[src/hw/pwm_pair_pkg.sv]
// Constants shared by the paired channel PWM block
package pwm_pair_pkg;
  localparam int          CNT_W          = 16;
  localparam logic [15:0] CNT_ZERO       = 16'h0000;
  localparam logic [15:0] RELOAD_RST     = 16'h0000;
  localparam logic [1:0]  CLK_SEL_A      = 2'h0;
  localparam logic [1:0]  CLK_SEL_B      = 2'h1;
  localparam logic [1:0]  MASTER_CH_0    = 2'h0;
  localparam logic [1:0]  MASTER_CH_2    = 2'h2;
  localparam logic [1:0]  SLAVE_CH_RST   = 2'h1;
  localparam logic        OUT_VALUE_RST  = 1'b0;
  localparam logic        POL_POSITIVE   = 1'b0;
  localparam logic        MODE_SLAVE_OUT = 1'b1;
endpackage

[src/hw/pwm_down_counter.sv]
// One timer channel down counter with reload, used for master and slave
`timescale 1ns/1ps
`default_nettype none
module pwm_down_counter
  import pwm_pair_pkg::*;
#(
  parameter int W = CNT_W
) (
  input  wire logic         i_mclk,
  input  wire logic         i_rst,
  input  wire logic         i_tick,
  input  wire logic         i_run,
  input  wire logic         i_load,
  input  wire logic         i_repeat,
  input  wire logic [W-1:0] i_reload,
  output logic      [W-1:0] o_count,
  output logic              o_zero,
  output logic              o_counting
);
  logic [W-1:0] cnt_r;
  logic [W-1:0] cnt_nxt;
  logic         act_r;
  logic         act_nxt;
  logic         zero_nxt;

  // Load wins over counting; stopped channel holds its value
  always_comb begin
    cnt_nxt  = cnt_r;
    act_nxt  = act_r;
    zero_nxt = 1'b0;
    if (i_run && i_load) begin
      cnt_nxt = i_reload;
      act_nxt = 1'b1;
    end else if (i_run && i_tick && act_r) begin
      if (cnt_r == W'(0)) begin
        zero_nxt = 1'b1;
        if (i_repeat) cnt_nxt = i_reload;
        else act_nxt = 1'b0;
      end else begin
        cnt_nxt = cnt_r - W'(1);
      end
    end
    if (!i_run) act_nxt = 1'b0;
  end

  // Registers only
  always_ff @(posedge i_mclk) begin
    if (i_rst) begin
      cnt_r  <= '0;
      act_r  <= 1'b0;
      o_zero <= 1'b0;
    end else begin
      cnt_r  <= cnt_nxt;
      act_r  <= act_nxt;
      o_zero <= zero_nxt;
    end
  end

  assign o_count    = cnt_r;
  assign o_counting = act_r;
endmodule
`default_nettype wire

[src/hw/paired_channel_pwm.sv]
// Paired master/slave timer channels producing one PWM output
// What this block does
// Period is master reload plus one count clocks.
// Duty is slave reload over master reload plus one.
// Slave reload zero keeps output inactive all period.
// Slave reload of master plus one or more gives full duty.
// Master start raises irq, loads reload, then counts down.
// Master at zero raises irq, reloads, keeps counting.
// Master repeats until its stop trigger is written.
// Master irq loads slave; slave counts to zero, irqs, stops.
// Output active one count clock after master irq, inactive at slave zero.
// Software rewrites both reloads right after a master irq.
// Start bits self clear and set both enable status bits.
// Stop bits clear enables, freeze counters, output keeps level.
// Software leaves modes and output setup alone while running.
// Both counters readable at any time.
// Direct output value drives pin while counting is not in control.
// Output enable lets counting drive the output.
// Polarity bit selects high or low active level.
// Slave output mode: master irq sets, slave irq clears.
// Writes refused without unit clock; start stopped once enabled.
// Clock withdrawal initializes all but the count clock synchronizers; pin reverts to port.
// Masters are channels 0 or 2; channel 2 only feeds 3.
// One decrement per count clock edge; irqs are one-cycle pulses.
`timescale 1ns/1ps
`default_nettype none
module paired_channel_pwm
  import pwm_pair_pkg::*;
#(
  parameter int W = CNT_W
) (
  input  wire logic         i_mclk,
  input  wire logic         i_rst,
  input  wire logic         i_unit_clock_enable,
  input  wire logic         i_prescaled_clock_a,
  input  wire logic         i_prescaled_clock_b,
  input  wire logic         i_master_clk_sel,
  input  wire logic         i_slave_clk_sel,
  input  wire logic [1:0]   i_pair_master_select,
  input  wire logic [1:0]   i_slave_channel,
  input  wire logic         i_cfg_write,
  input  wire logic [W-1:0] i_master_reload_value,
  input  wire logic [W-1:0] i_slave_reload_value,
  input  wire logic         i_master_start_trigger,
  input  wire logic         i_slave_start_trigger,
  input  wire logic         i_master_stop_trigger,
  input  wire logic         i_slave_stop_trigger,
  input  wire logic         i_out_value_write,
  input  wire logic         i_out_value,
  input  wire logic         i_slave_output_enable,
  input  wire logic         i_slave_output_polarity,
  input  wire logic         i_slave_output_mode_select,
  output logic [W-1:0]      o_master_down_counter,
  output logic [W-1:0]      o_slave_down_counter,
  output logic              o_master_enable_status,
  output logic              o_slave_enable_status,
  output logic              o_master_period_irq,
  output logic              o_slave_duty_irq,
  output logic              o_pwm_out_pin,
  output logic              o_pin_timer_func,
  output logic              o_pair_valid
);
  // Prescaled clocks come from another divider: two flops then edge detect
  logic [1:0] ca_sync_r;
  logic [1:0] cb_sync_r;
  logic       ca_prev_r;
  logic       cb_prev_r;
  logic       tick_a;
  logic       tick_b;
  logic       master_tick;
  logic       slave_tick;

  always_ff @(posedge i_mclk) begin
    if (i_rst) begin
      ca_sync_r <= 2'h0;
      cb_sync_r <= 2'h0;
      ca_prev_r <= 1'b0;
      cb_prev_r <= 1'b0;
    end else begin
      ca_sync_r <= {ca_sync_r[0], i_prescaled_clock_a};
      cb_sync_r <= {cb_sync_r[0], i_prescaled_clock_b};
      ca_prev_r <= ca_sync_r[1];
      cb_prev_r <= cb_sync_r[1];
    end
  end

  // One tick per rising edge of the selected count clock
  assign tick_a      = ca_sync_r[1] & ~ca_prev_r;
  assign tick_b      = cb_sync_r[1] & ~cb_prev_r;
  assign master_tick = (i_master_clk_sel == CLK_SEL_B[0]) ? tick_b : tick_a;
  assign slave_tick  = (i_slave_clk_sel == CLK_SEL_B[0]) ? tick_b : tick_a;

  // Unit reset: external reset or clock withdrawn
  logic unit_rst;
  assign unit_rst = i_rst | ~i_unit_clock_enable;

  // Configuration registers, writable only with the unit clock supplied
  logic [W-1:0] mreload_r;
  logic [W-1:0] mreload_nxt;
  logic [W-1:0] sreload_r;
  logic [W-1:0] sreload_nxt;
  logic [1:0]   msel_r;
  logic [1:0]   msel_nxt;
  logic [1:0]   schan_r;
  logic [1:0]   schan_nxt;
  logic         outval_r;
  logic         outval_nxt;
  logic         pair_ok;

  always_comb begin
    mreload_nxt = mreload_r;
    sreload_nxt = sreload_r;
    msel_nxt    = msel_r;
    schan_nxt   = schan_r;
    outval_nxt  = outval_r;
    if (i_cfg_write) begin
      mreload_nxt = i_master_reload_value;
      sreload_nxt = i_slave_reload_value;
      msel_nxt    = i_pair_master_select;
      schan_nxt   = i_slave_channel;
    end
    if (i_out_value_write) outval_nxt = i_out_value;
  end

  always_ff @(posedge i_mclk) begin
    if (unit_rst) begin
      mreload_r <= RELOAD_RST;
      sreload_r <= RELOAD_RST;
      msel_r    <= MASTER_CH_0;
      schan_r   <= SLAVE_CH_RST;
      outval_r  <= OUT_VALUE_RST;
    end else begin
      mreload_r <= mreload_nxt;
      sreload_r <= sreload_nxt;
      msel_r    <= msel_nxt;
      schan_r   <= schan_nxt;
      outval_r  <= outval_nxt;
    end
  end

  // Legal pairs only: 0 feeds 1..3, 2 feeds 3 alone
  assign pair_ok = ((msel_r == MASTER_CH_0) && (schan_r != MASTER_CH_0)) ||
                   ((msel_r == MASTER_CH_2) && (schan_r == 2'h3));

  // Channel run state; start and stop bits are pulses, so they self clear
  typedef enum logic [1:0] {
    ST_STOP = 2'b01,
    ST_RUN  = 2'b10
  } run_state_t;

  run_state_t mst_r;
  run_state_t mst_nxt;
  run_state_t sst_r;
  run_state_t sst_nxt;
  logic       mstart_pend_r;
  logic       mstart_pend_nxt;

  always_comb begin
    mst_nxt         = mst_r;
    sst_nxt         = sst_r;
    mstart_pend_nxt = 1'b0;
    case (mst_r)
      ST_STOP: begin
        if (i_master_start_trigger && pair_ok) begin
          mst_nxt         = ST_RUN;
          mstart_pend_nxt = 1'b1;
        end
      end
      ST_RUN: begin
        if (i_master_stop_trigger) mst_nxt = ST_STOP;
      end
      default: mst_nxt = ST_STOP;
    endcase
    case (sst_r)
      ST_STOP: begin
        if (i_slave_start_trigger && pair_ok) sst_nxt = ST_RUN;
      end
      ST_RUN: begin
        if (i_slave_stop_trigger) sst_nxt = ST_STOP;
      end
      default: sst_nxt = ST_STOP;
    endcase
  end

  always_ff @(posedge i_mclk) begin
    if (unit_rst) begin
      mst_r         <= ST_STOP;
      sst_r         <= ST_STOP;
      mstart_pend_r <= 1'b0;
    end else begin
      mst_r         <= mst_nxt;
      sst_r         <= sst_nxt;
      mstart_pend_r <= mstart_pend_nxt;
    end
  end

  // Master irq: at start and each time the master counter expires
  logic         m_run;
  logic         s_run;
  logic         m_zero;
  logic         s_zero;
  logic         m_irq;
  logic [W-1:0] m_cnt;
  logic [W-1:0] s_cnt;
  logic         s_act;
  logic         s_expire;

  assign m_run = (mst_r == ST_RUN);
  assign s_run = (sst_r == ST_RUN);
  assign m_irq = mstart_pend_r | m_zero;

  // Master in interval mode, repeating reload
  pwm_down_counter #(.W(W)) u_master (
    .i_mclk     (i_mclk),
    .i_rst      (unit_rst),
    .i_tick     (master_tick),
    .i_run      (m_run),
    .i_load     (mstart_pend_r),
    .i_repeat   (1'b1),
    .i_reload   (mreload_r),
    .o_count    (m_cnt),
    .o_zero     (m_zero),
    .o_counting ()
  );

  // Slave in single count mode, retriggered by every master irq
  pwm_down_counter #(.W(W)) u_slave (
    .i_mclk     (i_mclk),
    .i_rst      (unit_rst),
    .i_tick     (slave_tick),
    .i_run      (s_run),
    .i_load     (m_irq),
    .i_repeat   (1'b0),
    .i_reload   (sreload_r),
    .o_count    (s_cnt),
    .o_zero     (s_zero),
    .o_counting (s_act)
  );

  // Slave expiry taken on the tick itself: the registered zero flag lands a cycle
  // late and would stretch the active time and collide with the next master irq
  assign s_expire = s_run && s_act && slave_tick && !m_irq && (s_cnt == '0);

  // Output level: set one count clock after master irq, cleared at slave zero.
  // Zero reload means the slave expires on that same tick, so the set never shows.
  logic set_pend_r;
  logic set_pend_nxt;
  logic act_r;
  logic act_nxt;
  logic counting_drives;

  assign counting_drives = i_slave_output_enable && (i_slave_output_mode_select == MODE_SLAVE_OUT);

  always_comb begin
    set_pend_nxt = set_pend_r;
    act_nxt      = act_r;
    if (m_irq && s_run) set_pend_nxt = 1'b1;
    if (s_expire) begin
      act_nxt      = 1'b0;
      set_pend_nxt = 1'b0;
    end else if (set_pend_r && slave_tick && !m_irq) begin
      act_nxt      = 1'b1;
      set_pend_nxt = 1'b0;
    end
    // A slave reload past the period is reloaded before zero: stays active
    if (!s_run) set_pend_nxt = 1'b0;
  end

  always_ff @(posedge i_mclk) begin
    if (unit_rst) begin
      set_pend_r <= 1'b0;
      act_r      <= 1'b0;
    end else begin
      set_pend_r <= set_pend_nxt;
      act_r      <= act_nxt;
    end
  end

  // Pin value; counting only overwrites the held value when enabled and running
  logic pin_nxt;
  always_comb begin
    pin_nxt = o_pwm_out_pin;
    if (i_out_value_write) pin_nxt = i_out_value;
    else if (counting_drives && s_run) pin_nxt = act_nxt ^ i_slave_output_polarity;
    else if (!counting_drives) pin_nxt = outval_nxt;
  end

  // Registered outputs
  always_ff @(posedge i_mclk) begin
    if (unit_rst) begin
      o_master_down_counter  <= '0;
      o_slave_down_counter   <= '0;
      o_master_enable_status <= 1'b0;
      o_slave_enable_status  <= 1'b0;
      o_master_period_irq    <= 1'b0;
      o_slave_duty_irq       <= 1'b0;
      o_pwm_out_pin          <= OUT_VALUE_RST;
      o_pin_timer_func       <= 1'b0;
      o_pair_valid           <= 1'b0;
    end else begin
      o_master_down_counter  <= m_cnt;
      o_slave_down_counter   <= s_cnt;
      o_master_enable_status <= (mst_nxt == ST_RUN);
      o_slave_enable_status  <= (sst_nxt == ST_RUN);
      o_master_period_irq    <= m_irq;
      o_slave_duty_irq       <= s_zero;
      o_pwm_out_pin          <= pin_nxt;
      o_pin_timer_func       <= 1'b1;
      o_pair_valid           <= pair_ok;
    end
  end
endmodule
`default_nettype wire

[config.mk]
export PLATFORM = sky130hd
export DESIGN_NAME = paired_channel_pwm
export DESIGN_NICKNAME = d
export VERILOG_FILES = /design/src/hw/pwm_pair_pkg.sv /design/src/hw/pwm_down_counter.sv /design/src/hw/paired_channel_pwm.sv
export SDC_FILE = /design/constraint.sdc
export NUM_CORES = 1
export LEC_CHECK = 0
export BUFFER_PORTS_ARGS = -buffer_cell sky130_fd_sc_hd__buf_2
export CAP_MARGIN = 40
export CORE_ASPECT_RATIO = 1.75
export CORE_MARGIN = 2
export CORE_UTILIZATION = 45
export DETAILED_ROUTE_END_ITERATION = 10
export PLACE_DENSITY_LB_ADDON = 0.05
export SETUP_SLACK_MARGIN = 0.1
export SYNTH_ARGS = -nofsm -noshare
export SYNTH_HDL_FRONTEND = slang
export SYNTH_SLANG_ARGS = --single-unit
[constraint.sdc]
create_clock -name i_mclk -period 3.65 [get_ports i_mclk]
set_input_delay 0.365 -clock i_mclk [delete_from_list [all_inputs] [get_ports i_mclk]]
set_output_delay 0.365 -clock i_mclk [all_outputs]
set_load 0.01 [all_outputs]
==> impl_metrics.yaml <==
run_status:
  outcome: "complete, no violations"
die:
  start_util: 0.460
  die_area_sq_um: 12300
  die_w_um: 84.6
  die_y_um: 145
  io_pins: 92
  core-area_sq_um: 11100
  rows: 51
sta:
  worst_pin_slew_ps: 783
  max_freq_mhz: 383
  hold_viol_final: 0
  fin_setup_tns_ps: 0
  slew-limit-headroom: 0.474
  clock_skew_ps: 6.01
  whs_ps: 165
  grt_setup_unrepaired: "false"
  finalCriticalPeriod_ps: 2610
  setup_viol: 0
  slew_violations: 0
  finalCritPeriodShare: 0.714
clocking:
  cts_max_level: 4
  root_buffer: "clkbuf_16"
  clockBufferDepth: 2
  cts_buffers: 17
  cts_setup_buffers: 0
  clk_latency_ps: 420
  cts.sinks: 125
  cts_tree: "yes"
  path_clk_slew_ps: 60
  ctsResizeCount: 0
  ctsHoldBuffers: 0
route:
  vias: 4258
  routedWlPerCell_um: 16.5
  wl_um: 12800
  vias_per_cell: 5.45
  drtIter0Drc: 209
  final_antenna_net_count: 0
  drc: 0
  first_pass_iters: 4
placement:
  dp_cells: 749
  gp_congestion: 0.887
  place_hpwl_um: 9380
  portBuffers: 91
synth:
  synth_warnings: 0
  synth.avg_cell_area_sq_um: 9.36
  synthFlopType: "dfxtp_1"
  synthCells: 546
  seq_area_frac_synth: 0.489
  synth_edf_count: 0
  synthesis.nets: 607
  synth_cell_type_count: 57
  ys_seq_elements: 125
  async_flop_share: 0
  syn_area_sq_um: 5110
pwr:
  peakVddDrop_mv: 0.408
  power.total_mw: 3.33
  total_leakage_power_nw: 2.71
  power_density_nw_per_um2: 527
run:
  cap_viol_max_count: 0
cells_and_area:
  final_cells: 781
  regArea_sq_um: 2500
  final_common_cell: "dfxtp_1"
  multi_input_comb_area_sq_um: 2460
  most-common-layout-cells: "dfxtp_1 (125), buf_2 (92), nor2_1 (63), mux2i_1 (46), o21ai_0 (32)"
  fin_nets: 697
  antennaDiodeCount: 0
  n_fill_cell: 1034
  drive_gt1_frac: 0.225
  syn_to_final_growth_pct: 23.8
hold_path:
  hp-class: "in -> reg"
  whs_path_depth: 2
worst_setup_path:
  crit_fanout: 11
  arrival_ps: 2940
  rr_worst_depth: 5
  startpoint_type: "flip-flop"
  path_class: "reg -> reg"
  critPathRequiredTime_ps: 3980
  endpoint_kind: "flip-flop"
global_routing:
  grt_pass1_wl_um: 21000
  antenna_found_initial: 0
  grt_usage: 0.217
  gr-total-overflow: 0
  grt_max_degree: 55
  grt_pass1_vias: 4403
## path summary, 6_finish.rpt
path	startpoint	end	slack (ps)
min	i_prescaled_clock_a	ca_sync_r[0]$_SDFF_PP0_	170
max	u_slave.o_count[2]$_SDFFE_PN0P_	u_slave.o_count[1]$_SDFFE_PN0P_	1040
min reg2reg	cb_sync_r[0]$_SDFF_PP0_	cb_sync_r[1]$_SDFF_PP0_	450
max reg2reg	u_slave.o_count[2]$_SDFFE_PN0P_	u_slave.o_count[1]$_SDFFE_PN0P_	1040
## critical path: stages (launching register included)
cell and delay [ps]:
dfxtp_1 350, or4_4 580, or3_1 400, o21ai_1 640, mux2_2 410, o22ai_1 150
## routing by layer
layer	vias up	routed length, um	track usage
li1	2126	-	-
met1	2003	4650	0.207
met2	94	7260	0.408
met3	35	393	0.0455
met4	0	539	0.130
met5	-	0	0
## cell type report
type / instances / area share
clock inverter: 13 / 0.0299
clock buffer: 19 / 0.0700
tap: 132 / 0.0261
timing repair buffer: 96 / 0.0807
inverter: 16 / 0.00949
multi-input combinational: 380 / 0.388
sequential: 125 / 0.395
## Yosys cell counts, types with 5 or more instances
cell	count	share of area
dfxtp_1	125	0.49
mux2i_1	46	0.090
nor2b_1	8	0.0098
nand3_1	6	0.0059
o22ai_1	6	0.0073
a21oi_1	20	0.020
nor2_1	63	0.046
o21ai_0	32	0.031
nand2b_1	9	0.011
o2bb2ai_1	8	0.014
nor3_1	13	0.013
nor4_1	11	0.013
clkbuf_1	18	0.013
or4_1	5	0.0073
inv_1	16	0.012
ha_1	8	0.020
and2_1	30	0.037
nand2_1	30	0.022
a31oi_1	11	0.013
## flip-flops by register name, indices dropped and copies added (netlist names), 2 cells and up
name                   cells
mreload_r                 16
o_master_down_counter     16
o_slave_down_counter      16
sreload_r                 16
u_master.o_count          16
u_slave.o_count           16
ca_sync_r                  2
cb_sync_r                  2
msel_r                     2
mst_r                      2
schan_r                    2
sst_r                      2
## cell families (layout without fill, tap and decap cells)
kind of cell,Yosys count,after routing,share of synthesized area
and+or+nand+nor,208,208,0.214
adders and majority gates,9,9,0.0215
buffers and inverters,41,144,0.0308
AOI/OAI and AO/OA,110,110,0.141
muxes,47,47,0.0923
xor gates and xnor gates,6,6,0.0103
DFF,125,125,0.489
## per-stage QoR
stage / util / setup WS, ps / instance area [sq um]
2_1_floorplan: - / 1510 / 5110
3_3_place_gp: 0.510 / 1150 / 5660
3_5_place_dp: 0.513 / 1070 / 5700
4_1_cts: 0.570 / 1060 / 6330
5_1_grt: 0.570 / 915 / 6330
6_report: 0.570 / 1040 / 6330
## report_power, final
part / total [mW] / switching (mW) / internal, mW / leakage [nW]
Combinational: 0.150 / 0.0808 / 0.0690 / 1.41
Clock: 1.78 / 0.620 / 1.16 / 0.292
Sequential: 1.40 / 0.0137 / 1.39 / 1.01
(Power assumes the default switching activity.)
